--- config.mk ---
export PLATFORM = sky130hd
export DESIGN_NAME = sppc_top
export DESIGN_NICKNAME = d
export VERILOG_FILES = /design/src/hw/sppc_pkg.sv /design/src/hw/sppc_cfg_if.sv /design/src/hw/sppc_classify.sv /design/src/hw/sppc_top.sv
export SDC_FILE = /design/constraint.sdc
export NUM_CORES = 1
export LEC_CHECK = 0
export BUFFER_PORTS_ARGS = -buffer_cell sky130_fd_sc_hd__buf_4
export CAP_MARGIN = 15
export CORE_AREA = 2 2 87 89
export CTS_CLUSTER_DIAMETER = 60
export DETAILED_ROUTE_END_ITERATION = 16
export DIE_AREA = 0 0 89 91
export PLACE_DENSITY = 0.81
export SYNTH_ARGS = -nofsm -noshare
export SYNTH_HDL_FRONTEND = slang
export SYNTH_SLANG_ARGS = --single-unit
export TNS_END_PERCENT = 50
--- constraint.sdc ---
create_clock -name clk_sys_in -period 2.17 [get_ports clk_sys_in]
set_input_delay 0.217 -clock clk_sys_in [delete_from_list [all_inputs] [get_ports clk_sys_in]]
set_output_delay 0.217 -clock clk_sys_in [all_outputs]
set_load 0.005 [all_outputs]
--- src/hw/sppc_pkg.sv ---
package sppc_pkg;
	// number of switch ports covered by the per-port control copies
	localparam int NPORT = 3;
	// register offsets
	localparam logic [7:0] OFF_UNK = 8'h0e;
	localparam logic [7:0] OFF_PHY = 8'h0f;
	localparam logic [7:0] OFF_P1 = 8'h10;
	localparam logic [7:0] OFF_P2 = 8'h20;
	localparam logic [7:0] OFF_P3 = 8'h30;
	// unknown destination control fields
	localparam int UNK_EN_BIT = 7;
	localparam int UNK_DRV_BIT = 6;
	localparam int UNK_MASK_LSB = 0;
	localparam int UNK_MASK_W = 3;
	localparam logic [7:0] UNK_RST = 8'h47;
	localparam logic [7:0] UNK_WMASK = 8'hc7;
	// transceiver address fields
	localparam int PHY_LSB = 3;
	localparam int PHY_W = 5;
	localparam logic [7:0] PHY_RST = 8'h08;
	localparam logic [7:0] PHY_WMASK = 8'hf8;
	localparam logic [4:0] PHY_BAD_LO = 5'h00;
	localparam logic [4:0] PHY_BAD_HI0 = 5'h1e;
	localparam logic [4:0] PHY_BAD_HI1 = 5'h1f;
	localparam logic [4:0] PHY_STEP = 5'h01;
	// per-port control fields
	localparam int PC_STORM = 7;
	localparam int PC_DS = 6;
	localparam int PC_TP = 5;
	localparam int PC_PRIO_LSB = 3;
	localparam int PRIO_W = 2;
	localparam int PC_TAG = 2;
	localparam logic [7:0] PC_RST = 8'h00;
	localparam logic [1:0] PORT_NONE = 2'h3;

	// map an offset onto a per-port copy, PORT_NONE when it is none
	function automatic logic [1:0] sppc_port_of(input logic [7:0] addr);
		logic [1:0] idx;
		idx = PORT_NONE;
		if (addr == OFF_P1) idx = 2'h0;
		if (addr == OFF_P2) idx = 2'h1;
		if (addr == OFF_P3) idx = 2'h2;
		return idx;
	endfunction
endpackage

--- src/hw/sppc_cfg_if.sv ---
`timescale 1ns/1ps
`default_nettype none
// per-port control copies handed from the register bank to the classifier
interface sppc_cfg_if import sppc_pkg::*; ();
	logic [7:0] port_ctl [NPORT]; // one control byte per port
	modport src (output port_ctl);
	modport dst (input port_ctl);
endinterface
`default_nettype wire

--- src/hw/sppc_classify.sv ---
`timescale 1ns/1ps
`default_nettype none
// ingress priority and egress tag decisions from the per-port controls
module sppc_classify import sppc_pkg::*; #(
	parameter int VID_W = 12
) (
	input wire logic clk_sys_in,
	input wire logic resetn_in,
	input wire logic ce_in,
	sppc_cfg_if.dst cfg,
	input wire logic cls_valid_in,
	input wire logic [1:0] cls_port_in,
	input wire logic ds_hit_in,
	input wire logic [PRIO_W-1:0] ds_prio_in,
	input wire logic tp_hit_in,
	input wire logic [PRIO_W-1:0] tp_prio_in,
	output logic [PRIO_W-1:0] prio_out,
	output logic prio_valid_out,
	input wire logic eg_valid_in,
	input wire logic [1:0] eg_port_in,
	input wire logic eg_tagged_in,
	input wire logic [VID_W-1:0] ing_vid_in,
	output logic tag_ins_out,
	output logic [VID_W-1:0] tag_vid_out,
	output logic tag_valid_out
);
	// ingress side selection
	wire cls_ok = cls_port_in < PORT_NONE; // port code 3 names no port
	wire [7:0] cls_ctl = cls_ok ? cfg.port_ctl[cls_port_in] : PC_RST;
	wire ds_use = cls_ctl[PC_DS] & ds_hit_in;
	wire tp_use = cls_ctl[PC_TP] & tp_hit_in;
	wire [PRIO_W-1:0] ds_part = ds_use ? ds_prio_in : '0;
	wire [PRIO_W-1:0] tp_part = tp_use ? tp_prio_in : '0;
	// both classifiers merge by or, port priority only as fallback
	wire [PRIO_W-1:0] prio_nxt = (ds_use | tp_use) ? (ds_part | tp_part) :
		cls_ctl[PC_PRIO_LSB+:PRIO_W];
	// egress side selection
	wire eg_ok = eg_port_in < PORT_NONE;
	wire [7:0] eg_ctl = eg_ok ? cfg.port_ctl[eg_port_in] : PC_RST;
	wire ins_nxt = eg_ctl[PC_TAG] & ~eg_tagged_in;

	// ingress result register, decisions use the live control copy
	always_ff @(posedge clk_sys_in or negedge resetn_in) begin
		if (!resetn_in) begin
			prio_out <= '0;
			prio_valid_out <= 1'b0;
		end else if (ce_in) begin
			prio_out <= prio_nxt;
			prio_valid_out <= cls_valid_in & cls_ok;
		end
	end

	// egress result register
	always_ff @(posedge clk_sys_in or negedge resetn_in) begin
		if (!resetn_in) begin
			tag_ins_out <= 1'b0;
			tag_vid_out <= '0;
			tag_valid_out <= 1'b0;
		end else if (ce_in) begin
			tag_ins_out <= ins_nxt;
			tag_vid_out <= ing_vid_in;
			tag_valid_out <= eg_valid_in & eg_ok;
		end
	end

	property p_prio_fallback;
		@(posedge clk_sys_in) disable iff (!resetn_in)
		(ce_in && cls_valid_in && cls_ok && !ds_use && !tp_use)
		|=> (prio_out == $past(cls_ctl[4:3])) && prio_valid_out;
	endproperty
	a_prio_fallback: assert property (p_prio_fallback) else $error("fallback priority wrong");

	property p_prio_or;
		@(posedge clk_sys_in) disable iff (!resetn_in)
		(ce_in && cls_valid_in && cls_ok && ds_use && tp_use)
		|=> prio_out == ($past(ds_prio_in) | $past(tp_prio_in));
	endproperty
	a_prio_or: assert property (p_prio_or) else $error("merged priority wrong");

	property p_ds_off;
		@(posedge clk_sys_in) disable iff (!resetn_in)
		(ce_in && cls_valid_in && cls_ok && !cls_ctl[PC_DS] && !tp_use)
		|=> prio_out == $past(cls_ctl[4:3]);
	endproperty
	a_ds_off: assert property (p_ds_off) else $error("diffserv used while off");

	property p_tp_only;
		@(posedge clk_sys_in) disable iff (!resetn_in)
		(ce_in && cls_valid_in && cls_ok && tp_use && !ds_use)
		|=> prio_out == $past(tp_prio_in);
	endproperty
	a_tp_only: assert property (p_tp_only) else $error("tag priority not used");

	property p_tag_ins;
		@(posedge clk_sys_in) disable iff (!resetn_in)
		(ce_in && eg_valid_in && eg_ok)
		|=> tag_valid_out && (tag_ins_out == ($past(eg_ctl[2]) && !$past(eg_tagged_in)));
	endproperty
	a_tag_ins: assert property (p_tag_ins) else $error("tag insertion decision wrong");

	property p_tag_vid;
		@(posedge clk_sys_in) disable iff (!resetn_in)
		(ce_in && eg_valid_in) |=> tag_vid_out == $past(ing_vid_in);
	endproperty
	a_tag_vid: assert property (p_tag_vid) else $error("inserted vid not ingress vid");

	c_prio_or: cover property (@(posedge clk_sys_in) disable iff (!resetn_in)
		ce_in && cls_valid_in && ds_use && tp_use);
	c_tag_ins: cover property (@(posedge clk_sys_in) disable iff (!resetn_in)
		ce_in && eg_valid_in && ins_nxt);
endmodule // sppc_classify
`default_nettype wire

--- src/hw/sppc_top.sv ---
// Operation
// - mask bits pick ports for unknown destinations
// - mask applies only while forward enable set
// - forward enable resets to disabled
// - port1 transceiver address field, invalid codes refused
// - port2 transceiver answers at address plus one
// - three identical per-port control copies
// - bit 7 enables storm protection per port
// - bit 6 enables diffserv priority per port
// - bit 5 enables 802.1p priority per port
// - bits 4-3 give fallback port priority
// - enabled classifier results merge by or
// - bit 2 inserts tag on untagged frames
// - inserted tag carries ingress port vid
`timescale 1ns/1ps
`default_nettype none
module sppc_top import sppc_pkg::*; #(
	parameter int VID_W = 12
) (
	input wire logic clk_sys_in,
	input wire logic resetn_in,
	input wire logic ce_in,
	input wire logic reg_wr_in,
	input wire logic reg_rd_in,
	input wire logic [7:0] reg_addr_in,
	input wire logic [7:0] reg_wdata_in,
	output logic [7:0] reg_rdata_out,
	output logic reg_rvalid_out,
	input wire logic lk_valid_in,
	input wire logic lk_unknown_in,
	input wire logic [UNK_MASK_W-1:0] lk_mask_in,
	output logic [UNK_MASK_W-1:0] fwd_mask_out,
	output logic fwd_valid_out,
	input wire logic mii_valid_in,
	input wire logic [PHY_W-1:0] mii_addr_in,
	output logic [1:0] mii_sel_out,
	output logic [PHY_W-1:0] phy1_addr_out,
	output logic [PHY_W-1:0] phy2_addr_out,
	output logic drive_16ma_out,
	output logic [NPORT-1:0] storm_en_out,
	input wire logic cls_valid_in,
	input wire logic [1:0] cls_port_in,
	input wire logic ds_hit_in,
	input wire logic [PRIO_W-1:0] ds_prio_in,
	input wire logic tp_hit_in,
	input wire logic [PRIO_W-1:0] tp_prio_in,
	output logic [PRIO_W-1:0] prio_out,
	output logic prio_valid_out,
	input wire logic eg_valid_in,
	input wire logic [1:0] eg_port_in,
	input wire logic eg_tagged_in,
	input wire logic [VID_W-1:0] ing_vid_in,
	output logic tag_ins_out,
	output logic [VID_W-1:0] tag_vid_out,
	output logic tag_valid_out
);
	logic [7:0] unk_r; // unknown destination control
	logic [7:0] phy_r; // transceiver address select
	logic [7:0] port_ctl_r [NPORT]; // per-port control copies
	logic [PHY_W-1:0] phy2_r; // port2 address, kept as a flop
	logic [7:0] unk_nxt;
	logic [7:0] phy_nxt;
	logic [7:0] pc_nxt [NPORT];

	// address decode
	wire hit_unk = reg_addr_in == OFF_UNK;
	wire hit_phy = reg_addr_in == OFF_PHY;
	wire [1:0] pidx = sppc_port_of(reg_addr_in);
	wire hit_port = pidx != PORT_NONE;
	wire wr_unk = reg_wr_in & hit_unk;
	wire wr_phy = reg_wr_in & hit_phy;

	// reserved bits are forced back to their defaults on every write
	assign unk_nxt = wr_unk ? ((reg_wdata_in & UNK_WMASK) | (UNK_RST & ~UNK_WMASK)) : unk_r;
	wire [PHY_W-1:0] phy_code = reg_wdata_in[PHY_LSB+:PHY_W];
	// invalid codes are dropped so the address never leaves the legal range
	wire phy_ok = (phy_code != PHY_BAD_LO) && (phy_code != PHY_BAD_HI0) &&
		(phy_code != PHY_BAD_HI1);
	assign phy_nxt = (wr_phy && phy_ok) ?
		((reg_wdata_in & PHY_WMASK) | (PHY_RST & ~PHY_WMASK)) : phy_r;
	wire [PHY_W-1:0] phy2_nxt = phy_nxt[PHY_LSB+:PHY_W] + PHY_STEP;

	// per-port write steering, each copy only sees its own offset
	genvar gi;
	generate
		for (gi = 0; gi < NPORT; gi++) begin : g_port
			assign pc_nxt[gi] = (reg_wr_in && pidx == 2'(gi)) ? reg_wdata_in :
				port_ctl_r[gi];
		end
	endgenerate

	// read selection, unmapped offsets read zero
	wire [7:0] rd_port = hit_port ? port_ctl_r[pidx] : 8'h00;
	wire [7:0] rd_mux = hit_unk ? unk_r : (hit_phy ? phy_r : rd_port);

	// forward decision: mask replaces normal ports only when enabled
	wire mask_on = lk_unknown_in & unk_r[UNK_EN_BIT];
	wire [UNK_MASK_W-1:0] fwd_nxt = mask_on ? unk_r[UNK_MASK_LSB+:UNK_MASK_W] : lk_mask_in;

	// management address match for both transceivers
	wire [1:0] sel_nxt = !mii_valid_in ? 2'h0 :
		(mii_addr_in == phy_r[PHY_LSB+:PHY_W]) ? 2'h1 :
		(mii_addr_in == phy2_r) ? 2'h2 : 2'h0;

	// storm enables gathered from each port copy
	logic [NPORT-1:0] storm_nxt;
	generate
		for (gi = 0; gi < NPORT; gi++) begin : g_storm
			assign storm_nxt[gi] = pc_nxt[gi][PC_STORM];
		end
	endgenerate

	// register bank
	always_ff @(posedge clk_sys_in or negedge resetn_in) begin
		if (!resetn_in) begin
			unk_r <= UNK_RST;
			phy_r <= PHY_RST;
			phy2_r <= PHY_RST[PHY_LSB+:PHY_W] + PHY_STEP;
			for (int i = 0; i < NPORT; i++) port_ctl_r[i] <= PC_RST;
		end else if (ce_in) begin
			unk_r <= unk_nxt;
			phy_r <= phy_nxt;
			phy2_r <= phy2_nxt;
			for (int i = 0; i < NPORT; i++) port_ctl_r[i] <= pc_nxt[i];
		end
	end

	// read answer, one cycle after the strobe
	always_ff @(posedge clk_sys_in or negedge resetn_in) begin
		if (!resetn_in) begin
			reg_rdata_out <= 8'h00;
			reg_rvalid_out <= 1'b0;
		end else if (ce_in) begin
			reg_rdata_out <= reg_rd_in ? rd_mux : reg_rdata_out;
			reg_rvalid_out <= reg_rd_in;
		end
	end

	// frame-side and config outputs
	always_ff @(posedge clk_sys_in or negedge resetn_in) begin
		if (!resetn_in) begin
			fwd_mask_out <= '0;
			fwd_valid_out <= 1'b0;
			mii_sel_out <= 2'h0;
			phy1_addr_out <= PHY_RST[PHY_LSB+:PHY_W];
			phy2_addr_out <= PHY_RST[PHY_LSB+:PHY_W] + PHY_STEP;
			drive_16ma_out <= UNK_RST[UNK_DRV_BIT];
			storm_en_out <= '0;
		end else if (ce_in) begin
			fwd_mask_out <= fwd_nxt;
			fwd_valid_out <= lk_valid_in;
			mii_sel_out <= sel_nxt;
			phy1_addr_out <= phy_nxt[PHY_LSB+:PHY_W];
			phy2_addr_out <= phy2_nxt;
			drive_16ma_out <= unk_nxt[UNK_DRV_BIT];
			storm_en_out <= storm_nxt;
		end
	end

	// control copies to the classifier; the host must have set global
	// 194 first or inserted tags are not usable downstream
	sppc_cfg_if cfg ();
	generate
		for (gi = 0; gi < NPORT; gi++) begin : g_cfg
			assign cfg.port_ctl[gi] = port_ctl_r[gi];
		end
	endgenerate

	sppc_classify #(.VID_W(VID_W)) u_cls (
		.clk_sys_in(clk_sys_in),
		.resetn_in(resetn_in),
		.ce_in(ce_in),
		.cfg(cfg),
		.cls_valid_in(cls_valid_in),
		.cls_port_in(cls_port_in),
		.ds_hit_in(ds_hit_in),
		.ds_prio_in(ds_prio_in),
		.tp_hit_in(tp_hit_in),
		.tp_prio_in(tp_prio_in),
		.prio_out(prio_out),
		.prio_valid_out(prio_valid_out),
		.eg_valid_in(eg_valid_in),
		.eg_port_in(eg_port_in),
		.eg_tagged_in(eg_tagged_in),
		.ing_vid_in(ing_vid_in),
		.tag_ins_out(tag_ins_out),
		.tag_vid_out(tag_vid_out),
		.tag_valid_out(tag_valid_out)
	);

	property p_mask_on;
		@(posedge clk_sys_in) disable iff (!resetn_in)
		(ce_in && lk_valid_in && lk_unknown_in && unk_r[UNK_EN_BIT])
		|=> fwd_valid_out && (fwd_mask_out == $past(unk_r[2:0]));
	endproperty
	a_mask_on: assert property (p_mask_on) else $error("unknown mask not applied");

	property p_mask_off;
		@(posedge clk_sys_in) disable iff (!resetn_in)
		(ce_in && lk_valid_in && !(lk_unknown_in && unk_r[UNK_EN_BIT]))
		|=> fwd_mask_out == $past(lk_mask_in);
	endproperty
	a_mask_off: assert property (p_mask_off) else $error("mask used while disabled");

	property p_phy_bad;
		@(posedge clk_sys_in) disable iff (!resetn_in)
		(ce_in && wr_phy && !phy_ok) |=> $stable(phy_r);
	endproperty
	a_phy_bad: assert property (p_phy_bad) else $error("invalid address code taken");

	property p_phy2;
		@(posedge clk_sys_in) disable iff (!resetn_in)
		phy2_addr_out == 5'(phy1_addr_out + PHY_STEP);
	endproperty
	a_phy2: assert property (p_phy2) else $error("port2 address not plus one");

	property p_rsvd;
		@(posedge clk_sys_in) disable iff (!resetn_in)
		(unk_r[5:3] == 3'h0) && (phy_r[2:0] == 3'h0);
	endproperty
	a_rsvd: assert property (p_rsvd) else $error("reserved bits changed");

	property p_port_wr;
		@(posedge clk_sys_in) disable iff (!resetn_in)
		(ce_in && reg_wr_in && hit_port) |=> port_ctl_r[$past(pidx)] == $past(reg_wdata_in);
	endproperty
	a_port_wr: assert property (p_port_wr) else $error("port copy not written");

	property p_read;
		@(posedge clk_sys_in) disable iff (!resetn_in)
		(ce_in && reg_rd_in) |=> reg_rvalid_out && reg_rdata_out == $past(rd_mux);
	endproperty
	a_read: assert property (p_read) else $error("read answer wrong");

	c_mask: cover property (@(posedge clk_sys_in) disable iff (!resetn_in)
		ce_in && lk_valid_in && mask_on);
	c_phy2: cover property (@(posedge clk_sys_in) disable iff (!resetn_in)
		ce_in && sel_nxt == 2'h2);
	c_bad: cover property (@(posedge clk_sys_in) disable iff (!resetn_in)
		ce_in && wr_phy && !phy_ok);
endmodule // sppc_top
`default_nettype wire

**Word level (Yosys, flattened, before mapping)**

Cells that the tools add are included.

- $add $sub $neg: 1
- Multipliers: 0
- Divide/modulo/power cells: 0
- Order comparisons: 5
- Equality and inequality tests: 12
- Shifts and indexed selects: 0
- Mux-type cells: 28
- Bitwise logic cells: 14
- Reductions and logical operators: 13

Operator list:

| kind | count |
|---|---|
| 8-bit 2-to-1 mux | 9 |
| 8-bit binary-select mux with 2-bit select | 3 |
| 7-bit 2-to-1 mux | 3 |
| 2-bit 2-to-1 mux | 9 |
| 8-bit by 4-bit equality test with 1-bit output, second input constant | 2 |
| 8-bit by 6-bit equality test with 1-bit output, second input constant | 2 |
| 3-bit 2-to-1 mux | 4 |
| 5-bit equality test | 2 |
| 5-bit inequality test, second input constant | 2 |
| 2-bit AND reduction | 5 |
| 3-bit greater-or-equal comparator, second input constant | 3 |
| 2-bit inverter with 3-bit output | 3 |
| 1-bit AND | 8 |
| 8-bit by 5-bit equality test with 1-bit output, second input constant | 1 |
| 1-bit logical AND | 6 |
| 5-bit by 1-bit adder with 5-bit output, second input constant | 1 |
| 5-bit nonzero test | 1 |
| 2-bit less-than comparator, second input constant | 2 |
| 2-bit by 1-bit equality test with 1-bit output, second input constant | 1 |
| 2-bit equality test, second input constant | 1 |
| 2-bit logical NOT | 1 |
| 2-bit inequality test, second input constant | 1 |
| 2-bit bitwise OR | 1 |
| 1-bit inverter | 1 |
| 1-bit bitwise OR | 1 |

- Bits in registers: 74
- Bits in latches: 0
- Memory bits (writable): 0
- ROM bits: 0
- Input bits: 57
- Output and inout bits: 46
- Word-level logic and storage cells: 94
- Memories kept: 0

**Logic depth before layout (Yosys ltp)**

Gate-level depths: netlist of the first run.

- Depth in word-level cells: 11
- Gate-level depth with buffers: 12

**Modules after synthesis**

From an unflattened synthesis of the first run, not the netlist that was laid out.

- Cells, all modules: 326
- Area total of the unflattened synthesis: 3,676.0 µm²

By module, submodules not included:

| module | instances | cells an instance | area an instance (µm²) |
|---|---|---|---|
| sppc_top | 1 | 252 | 2,846.5 |
| sppc_classify | 1 | 74 | 829.5 |

**Worst setup path before layout of the first run**

OpenSTA, ideal clock, no wires.

- Path kind: input -> register
- From: input port reg_addr_in[4]
- To: register phy2_addr_out[4]
- Arrival time: 2,023 ps
- Data required time: 2,041 ps
- Path slack: 17 ps
- Cell stages on the path: 11
- Cell sequence: nor3b_2 and4_1 buf_6 o2111a_1 buf_6 mux2_2 ha_1 nand3_1 nor2_1 a211oi_1 a211oi_1

- Word-level cells in the longest chain between the ends: 5

RTL lines:

| what | RTL line | RTL |
|---|---|---|
| start: declaration | sppc_top.sv:25 | `input wire logic [7:0] reg_addr_in,` |
| 8-bit by 4-bit equality test with 1-bit output | sppc_top.sv:67 | `wire hit_phy = reg_addr_in == OFF_PHY;` |
| 1-bit AND | sppc_top.sv:71 | `wire wr_phy = reg_wr_in & hit_phy;` |
| 1-bit logical AND | sppc_top.sv:79 | `assign phy_nxt = (wr_phy && phy_ok) ?` |
| 8-bit 2-to-1 mux | sppc_top.sv:79 |  |
| net phy_nxt[3] | sppc_top.sv:62 | `logic [7:0] phy_nxt;` |
| 5-bit by 1-bit adder with 5-bit output | sppc_top.sv:81 | `wire [PHY_W-1:0] phy2_nxt = phy_nxt[PHY_LSB+:PHY_W] + PHY_STEP;` |
| end signal: assignment | sppc_top.sv:146 | `phy2_addr_out <= PHY_RST[PHY_LSB+:PHY_W] + PHY_STEP;` |
| end signal: assignment | sppc_top.sv:154 | `phy2_addr_out <= phy2_nxt;` |
| end: declaration | sppc_top.sv:38 | `output logic [PHY_W-1:0] phy2_addr_out,` |

The timed path passes the listed nets, and every way through them passes these cells.
A chain may end at the register's enable or synchronous reset.

**Final worst setup path of the first run**

Same ends and word-level chain as after synthesis.

==> reports/results.tsv, run 1 <==
metric	value	unit
status	finished, violations left	
violations	negative hold slack	
place.gp.congestion	0.882	
cp-end-kind	register	
irDropWorstVdd	0.468	mV
drv_cap	0	
leakagePower	2.26	nW
crit_type	in2reg	
syn-num-nets	366	
globalRouteOverflowTotal	0	
placed_cells	496	
htreeDepth	3	
sw_frac_of_total	0.237	
cts_hold_buf	0	
vias	2787	
cp.arrival	2.22	ns
clk_path_buf_depth	2	
drtPass1Iterations	4	
p_int	2.24	mW
netSwitchingPower	0.693	mW
rsz0062_at_grt	no	
post_cts_buffers	0	
fin_cells	512	
area_delta_synth_final	28.7	%
portBuffers	102	
r2r-end	phy2_addr_out[4]$_DFFE_PN0P_	
setup_viol	0	
routed_via_density	5.44	
cts.sinks	71	
postSynthAreaPerCell	11.7	um2
ys_async_sr_fraction	1.00	
hold_path_class	in2async	
wire_per_inst	17.2	um
pwr-share-clk	0.385	
hold_ws	-0.0170	ns
worst_r2r_path_depth	7	
dieArea	8100	um2
postRouteAntennaNets	0	
cts-root-buf	clkbuf_8	
crit_path_start_kind	input port	
fillers	554	
synth_area	3610	um2
grt_usage	0.227	
syn_inst	308	
drcViolationCount	0	
final_util	0.650	
reg2reg_slack	0.44	ns
rr_startpoint	phy1_addr_out[0]$_DFFE_PN1P_	
clk_pin_slew	0.08	ns
period_needed	2.00	ns
cts_tree	yes	
period_share	0.924	
start_util	0.505	
powerDensity	631	nW/um2
grt_max_degree	72	
die_w	89	um
finalHoldViolations	10	
std_cell_rows	31	
worst_pin_slew	0.857	ns
grt_pass1_vias	2819	
grt_pass1_wl	14.0	mm
cts_resized	0	
slew_violations	0	
clk_latency	0.35	ns
fin_skew	0.0128	ns
max_freq	499	MHz
ys_types	46	
slew_headroom	0.428	
crit_path_max_fanout	6	
p_seq_frac	0.488	
core	7140	um2
drt_iter0_markers	229	
setup.worst_path.end	phy2_addr_out[4]$_DFFE_PN0P_	
wl	8.82	mm
ys_ff_latch	71	
antenna_found_initial	0	
p_comb_frac	0.127	
dieHeight	91	um
dp_hpwl	6.48	mm
drive_gt1_frac	0.467	
ios	103	
cp.required	2.39	ns
ys.flop_type	dfrtp_1	
ys_seq_area_frac	0.495	
synth-edff-count	0	
layout.nets	466	
numCtsBuffers	9	
startpoint	reg_addr_in[4]	
yosys_warnings	0	
antenna_cells	0	
## registers in the layout (all words and copies together), names as in the netlist
signal	cells
phy2_addr_out	5
u_cls.prio_valid_out	1
drive_16ma_out	1
u_cls.tag_vid_out	12
reg_rdata_out	8
fwd_valid_out	1
storm_en_out	2
phy1_addr_out	5
mii_sel_out	2
fwd_mask_out	3
u_cls.prio_out	2
u_cls.tag_valid_out	1
u_cls.tag_ins_out	1
unk_r	4
reg_rvalid_out	1
cfg.port_ctl	22
## through the flow
step                setup slack (ns)  power [mW]  setup TNS (ns)  cell area (um2)
CTS                            0.200        2.95               0             4640
global placement             -0.0761        1.81         -0.0761             4430
detailed placement            -0.165        1.83          -0.181             4430
finish                         0.165        2.93               0             4640
floorplan                     0.0175        1.59               0             3610
global route                  0.0121        3.04               0             4640
## cell type report
type	instances	area (um2)	share of cell area
flip-flops and latches	71	1780	0.384
multi-input cells	206	1650	0.356
repair buffers	111	833	0.180
clock buffers	10	128	0.0275
well taps	99	124	0.0267
clock inverters	6	85.1	0.0183
inverters	9	33.8	0.00728
## critical path, cell delays in order
cell	delay, ns
buf_4	0.12
nor3b_2	0.19
and4_1	0.27
o2111a_1	0.29
mux2_2	0.37
ha_1	0.26
nand3_1	0.12
nor2_1	0.05
a211oi_1	0.25
a211oi_1	0.07
## layer usage
layer  wire (um)  up-vias  global-route usage
met2        4130      114               0.352
met3         570       23              0.0436
li1            -     1309                   -
met4         218        0               0.104
met5           0        -                   0
met1        3900     1341               0.306
## cells by family after synthesis
| kind of cell | synth area share |
|---|---|
| adder cells (fa/ha/maj) | 0.00347 |
| AND/OR/NAND/NOR | 0.104 |
| buffers and inverters | 0.0465 |
| XOR/XNOR | 0.0267 |
| AO/OA/AOI/OAI | 0.102 |
| multiplexers | 0.222 |
| flip-flops | 0.495 |
## power groups by stage
| stage | combinational (mW) | clock, mW | sequential, mW |
|---|---|---|---|
| after floorplan | 0.145 | 0 | 1.45 |
| after global placement | 0.362 | 0 | 1.45 |
| after detailed placement | 0.374 | 0 | 1.45 |
| after CTS | 0.375 | 1.15 | 1.43 |
| after global routing | 0.408 | 1.20 | 1.44 |
| final | 0.371 | 1.13 | 1.43 |
## cell usage in the layout (no fill, tap or decap), types with 2 or more instances in the layout
cell type     n
buf_4       111
dfrtp_1      65
mux2_2       44
nand2_1      19
o21ai_0      16
nor2_1       13
mux2_4       13
nand3_1      11
mux2i_1      11
inv_1         9
clkbuf_8      9
a22oi_1       8
xor2_1        7
a21oi_1       6
a22o_1        6
dfstp_2       6
nor2b_1       4
a221oi_1      4
o22ai_1       4
xnor2_1       4
and2_1        3
and3_1        3
nand4_1       3
nand3b_1      3
nand4b_1      3
nor3_1        2
o2bb2ai_1     2
a2bb2oi_1     2
a211oi_1      2
bufinv_16     2
clkinv_2      2
clkinvlp_4    2
## cells in the mapped netlist, types with 6 or more instances
| cell | count | area, um2 |
|---|---|---|
| nand3_1 | 11 | 55.1 |
| nor2_1 | 13 | 48.8 |
| mux2i_1 | 11 | 110 |
| a22o_1 | 6 | 52.6 |
| dfrtp_1 | 65 | 1630 |
| mux2_2 | 44 | 495 |
| a21oi_1 | 6 | 30.0 |
| o21ai_0 | 16 | 80.1 |
| nand2_1 | 19 | 71.3 |
| clkbuf_1 | 8 | 30.0 |
| dfstp_2 | 6 | 158 |
| mux2_4 | 13 | 195 |
| inv_1 | 9 | 33.8 |
| a22oi_1 | 8 | 60.1 |
| xor2_1 | 7 | 61.3 |
## worst min-delay path by stage
stage	end	slack, ns
floorplan	cfg.port_ctl[0]$_DFFE_PN0P_	-0.08
global placement	u_cls.tag_valid_out$_DFFE_PN0P_	0.38
detailed placement	u_cls.prio_out[0]$_DFFE_PN0P_	0.39
CTS	u_cls.prio_out[0]$_DFFE_PN0P_	0.01
global route	u_cls.tag_ins_out$_DFFE_PN0P_	0.05
finish	u_cls.prio_out[0]$_DFFE_PN0P_	-0.02
Power figures use the tool's default switching activity.
==> run 2: changes to the inputs <==
- CORE_AREA: 2 2 87 89 -> 2 2 91 93
- DIE_AREA: 0 0 89 91 -> 0 0 93 95
- PLACE_DENSITY: 0.81 -> 0.78
- clock period: 2.17 -> 1.71 ns (I/O delays scaled with it)
==> run 2 against run 1 <==
  * The flow finishes with violations (negative setup slack)
  * Hold slack improved by 0.083 ns
  * First-iteration DRC count down 55%
  * Via count increased by 4.2%
  * Sequential power increased by 27%
  * Die area up 9.1%
  * Critical path depth is 1 higher
  * Flip-flop and latch count unchanged
  * Sequential share of layout area fell by 2.3 points
  * Utilization is 2.7 points lower
  * Combinational power increased by 41%
  * Setup slack worse by 0.17 ns
  * Global-route usage decreased by 0.98 points
  * Largest cell class unchanged
  * Highest routed layer unchanged
==> reports/results.tsv, run 2 (synthesized netlist as in run 1, its figures left out) <==
metric	value	unit	change
dieArea	8840	um2	was 8100 um2
slowest_stage	mux2_4		was mux2_2
crit_path_max_fanout	6		unchanged
area_delta_synth_final	37.1	%	was 28.7%
final_cell_mix	buf_4 (138), dfrtp_1 (65), mux2_2 (42)		was buf_4 (111), dfrtp_1 (65), mux2_2 (44)
drt_iter0_markers	104		was 229
path_cells	buf_8, nor3b_4, and4_4, o2111a_2, mux2_4, ha_4, nand3_2, nand2_1, nand2_1, a211oi_2, a211oi_1		was buf_4, nor3b_2, and4_1, o2111a_1, mux2_2, ha_1, nand3_1, nor2_1, a211oi_1, a211oi_1
largest_register_ffs	22		unchanged
cts.sinks	71		unchanged
wl	9.14	mm	was 8.82 mm
hold_ws	0.0661	ns	was -0.0170 ns
critical-path-top-delay-family	simple AND/OR/NAND/NOR gates		unchanged
cp-end-kind	register		unchanged
htreeDepth	3		unchanged
drv_cap	0		unchanged
portBuffers	102		unchanged
numCtsBuffers	9		unchanged
fin_cells	549		was 512
std_cell_rows	33		was 31
clk_latency	0.34	ns	was 0.35 ns
cp_slowest_stage_delay	0.34	ns	was 0.37 ns
vias	2905		was 2,787
cp.required	1.96	ns	was 2.39 ns
status	finished, violations left		unchanged
globalRouteOverflowTotal	0		unchanged
dieHeight	95	um	was 91 um
crit_type	in2reg		unchanged
layout.nets	497		was 466
max_freq	582	MHz	
cts-root-buf	clkbuf_8		unchanged
die_w	93	um	was 89 um
final_util	0.624		was 0.650
grt_usage	0.217		was 0.227
routed_via_density	5.29		was 5.44
clk_pin_slew	0.08	ns	about the same
irDropWorstVdd	0.604	mV	was 0.468 mV
worst-path-buf-inv	1		unchanged
drtPass1Iterations	4		unchanged
postRouteAntennaNets	0		unchanged
post_cts_buffers	0		unchanged
grt_max_degree	44		was 72
leakagePower	2.41	nW	was 2.26 nW
hold_path_class	in2reg		was in2async
finalHoldViolations	0		was 10
cp_common_cell	nand2_1		was a211oi_1
final_common_cell	buf_4		unchanged
wire_per_inst	16.7	um	was 17.2 um
ios	103		unchanged
setup_viol	1		was 0
placed_cells	532		was 496
grt_pass1_wl	14.8	mm	was 14.0 mm
antenna_found_initial	0		unchanged
setup_slack	-0.00676	ns	was 0.165 ns
period_needed	1.72	ns	
place_ws	-0.423	ns	was -0.165 ns
place.gp.congestion	0.885		was 0.882
core	7930	um2	was 7140 um2
dp_hpwl	7.12	mm	was 6.48 mm
cts_tree	yes		unchanged
drcViolationCount	0		unchanged
crit_path_start_kind	input port		unchanged
powerDensity	750	nW/um2	was 631 nW/um2
slew_violations	0		unchanged
slew_headroom	0.694		was 0.428
drive_gt1_frac	0.516		was 0.467
totalPowerFinal	3.71	mW	was 2.93 mW
rsz0062_at_grt	yes		was no
worst_pin_slew	0.458	ns	was 0.857 ns
fin_skew	0.0137	ns	was 0.0128 ns
clk_path_buf_depth	2		unchanged
grt_pass1_vias	2949		was 2,819
period_share	1.00		
antenna_cells	0		unchanged
violations	negative setup slack		was negative hold slack
start_util	0.455		was 0.505
cp.arrival	1.96	ns	was 2.22 ns
[run 2: cell types whose count changed in the layout (fill, tap and decap cells not counted), moves of 2 or more]
cell	delta
clkinv_4	+2
mux2_4	+2
clkinv_2	-2
buf_4	+27
mux2_2	-2
[run 2: metal layers]
metal  part of all wire  global-route usage  vias up
li1                   -                   -     1373
met4              0.020              0.0858        0
met1               0.42               0.270     1442
met3              0.047              0.0367       13
met5                  0                   0        -
met2               0.51               0.379       77
[run 2: power breakdown]
| part | internal, mW | total [mW] | leakage, nW | switching, mW |
|---|---|---|---|---|
| registers | 1.76 | 1.81 | 0.914 | 0.0519 |
| clock network | 0.718 | 1.37 | 0.0947 | 0.655 |
| logic | 0.301 | 0.523 | 1.41 | 0.221 |
| total | 2.78 | 3.71 | 2.41 | 0.928 |
[run 2: what timing repair did]
action	CTS	global route
hold buffers	1	0
resized for setup	2	5
pin swaps	0	7
setup endpoints to repair	1	2
hold endpoints to repair	25	0
[run 2: final cells by class]
class	instances	area, um2
Multi-Input combinational cell	206	1690
Sequential cell	71	1780
Fill cell	657	2980
Tap cell	105	131
Clock inverter	6	70.1
Inverter	9	33.8
Clock buffer	10	138
Timing Repair Buffer	142	1090
[run 2: per-stage QoR]
stage | TNS (ns) | cell area (um2)
after CTS | 0 | 4920
after floorplan | -0.453 | 3630
final | -0.00676 | 4940
after detailed placement | -2.21 | 4700
after global routing | -0.122 | 4940
after global placement | -1.35 | 4700
[run 2: final timing paths]
check | start | endpoint | slack (ns) | depth (start not counted)
max in group asynchronous | resetn_in | phy1_addr_out[0]$_DFFE_PN1P_ | 0.81 | 3
min in group asynchronous | resetn_in | fwd_mask_out[1]$_DFFE_PN0P_ | 0.28 | 2
min reg2reg | reg_rdata_out[3]$_DFFE_PN0P_ | reg_rdata_out[3]$_DFFE_PN0P_ | 0.49 | 2
max | reg_addr_in[5] | phy2_addr_out[4]$_DFFE_PN0P_ | -0.007 | 11
min | ing_vid_in[4] | u_cls.tag_vid_out[4]$_DFFE_PN0P_ | 0.07 | 2
max reg2reg | phy1_addr_out[1]$_DFFE_PN0P_ | phy2_addr_out[4]$_DFFE_PN0P_ | 0.19 | 7
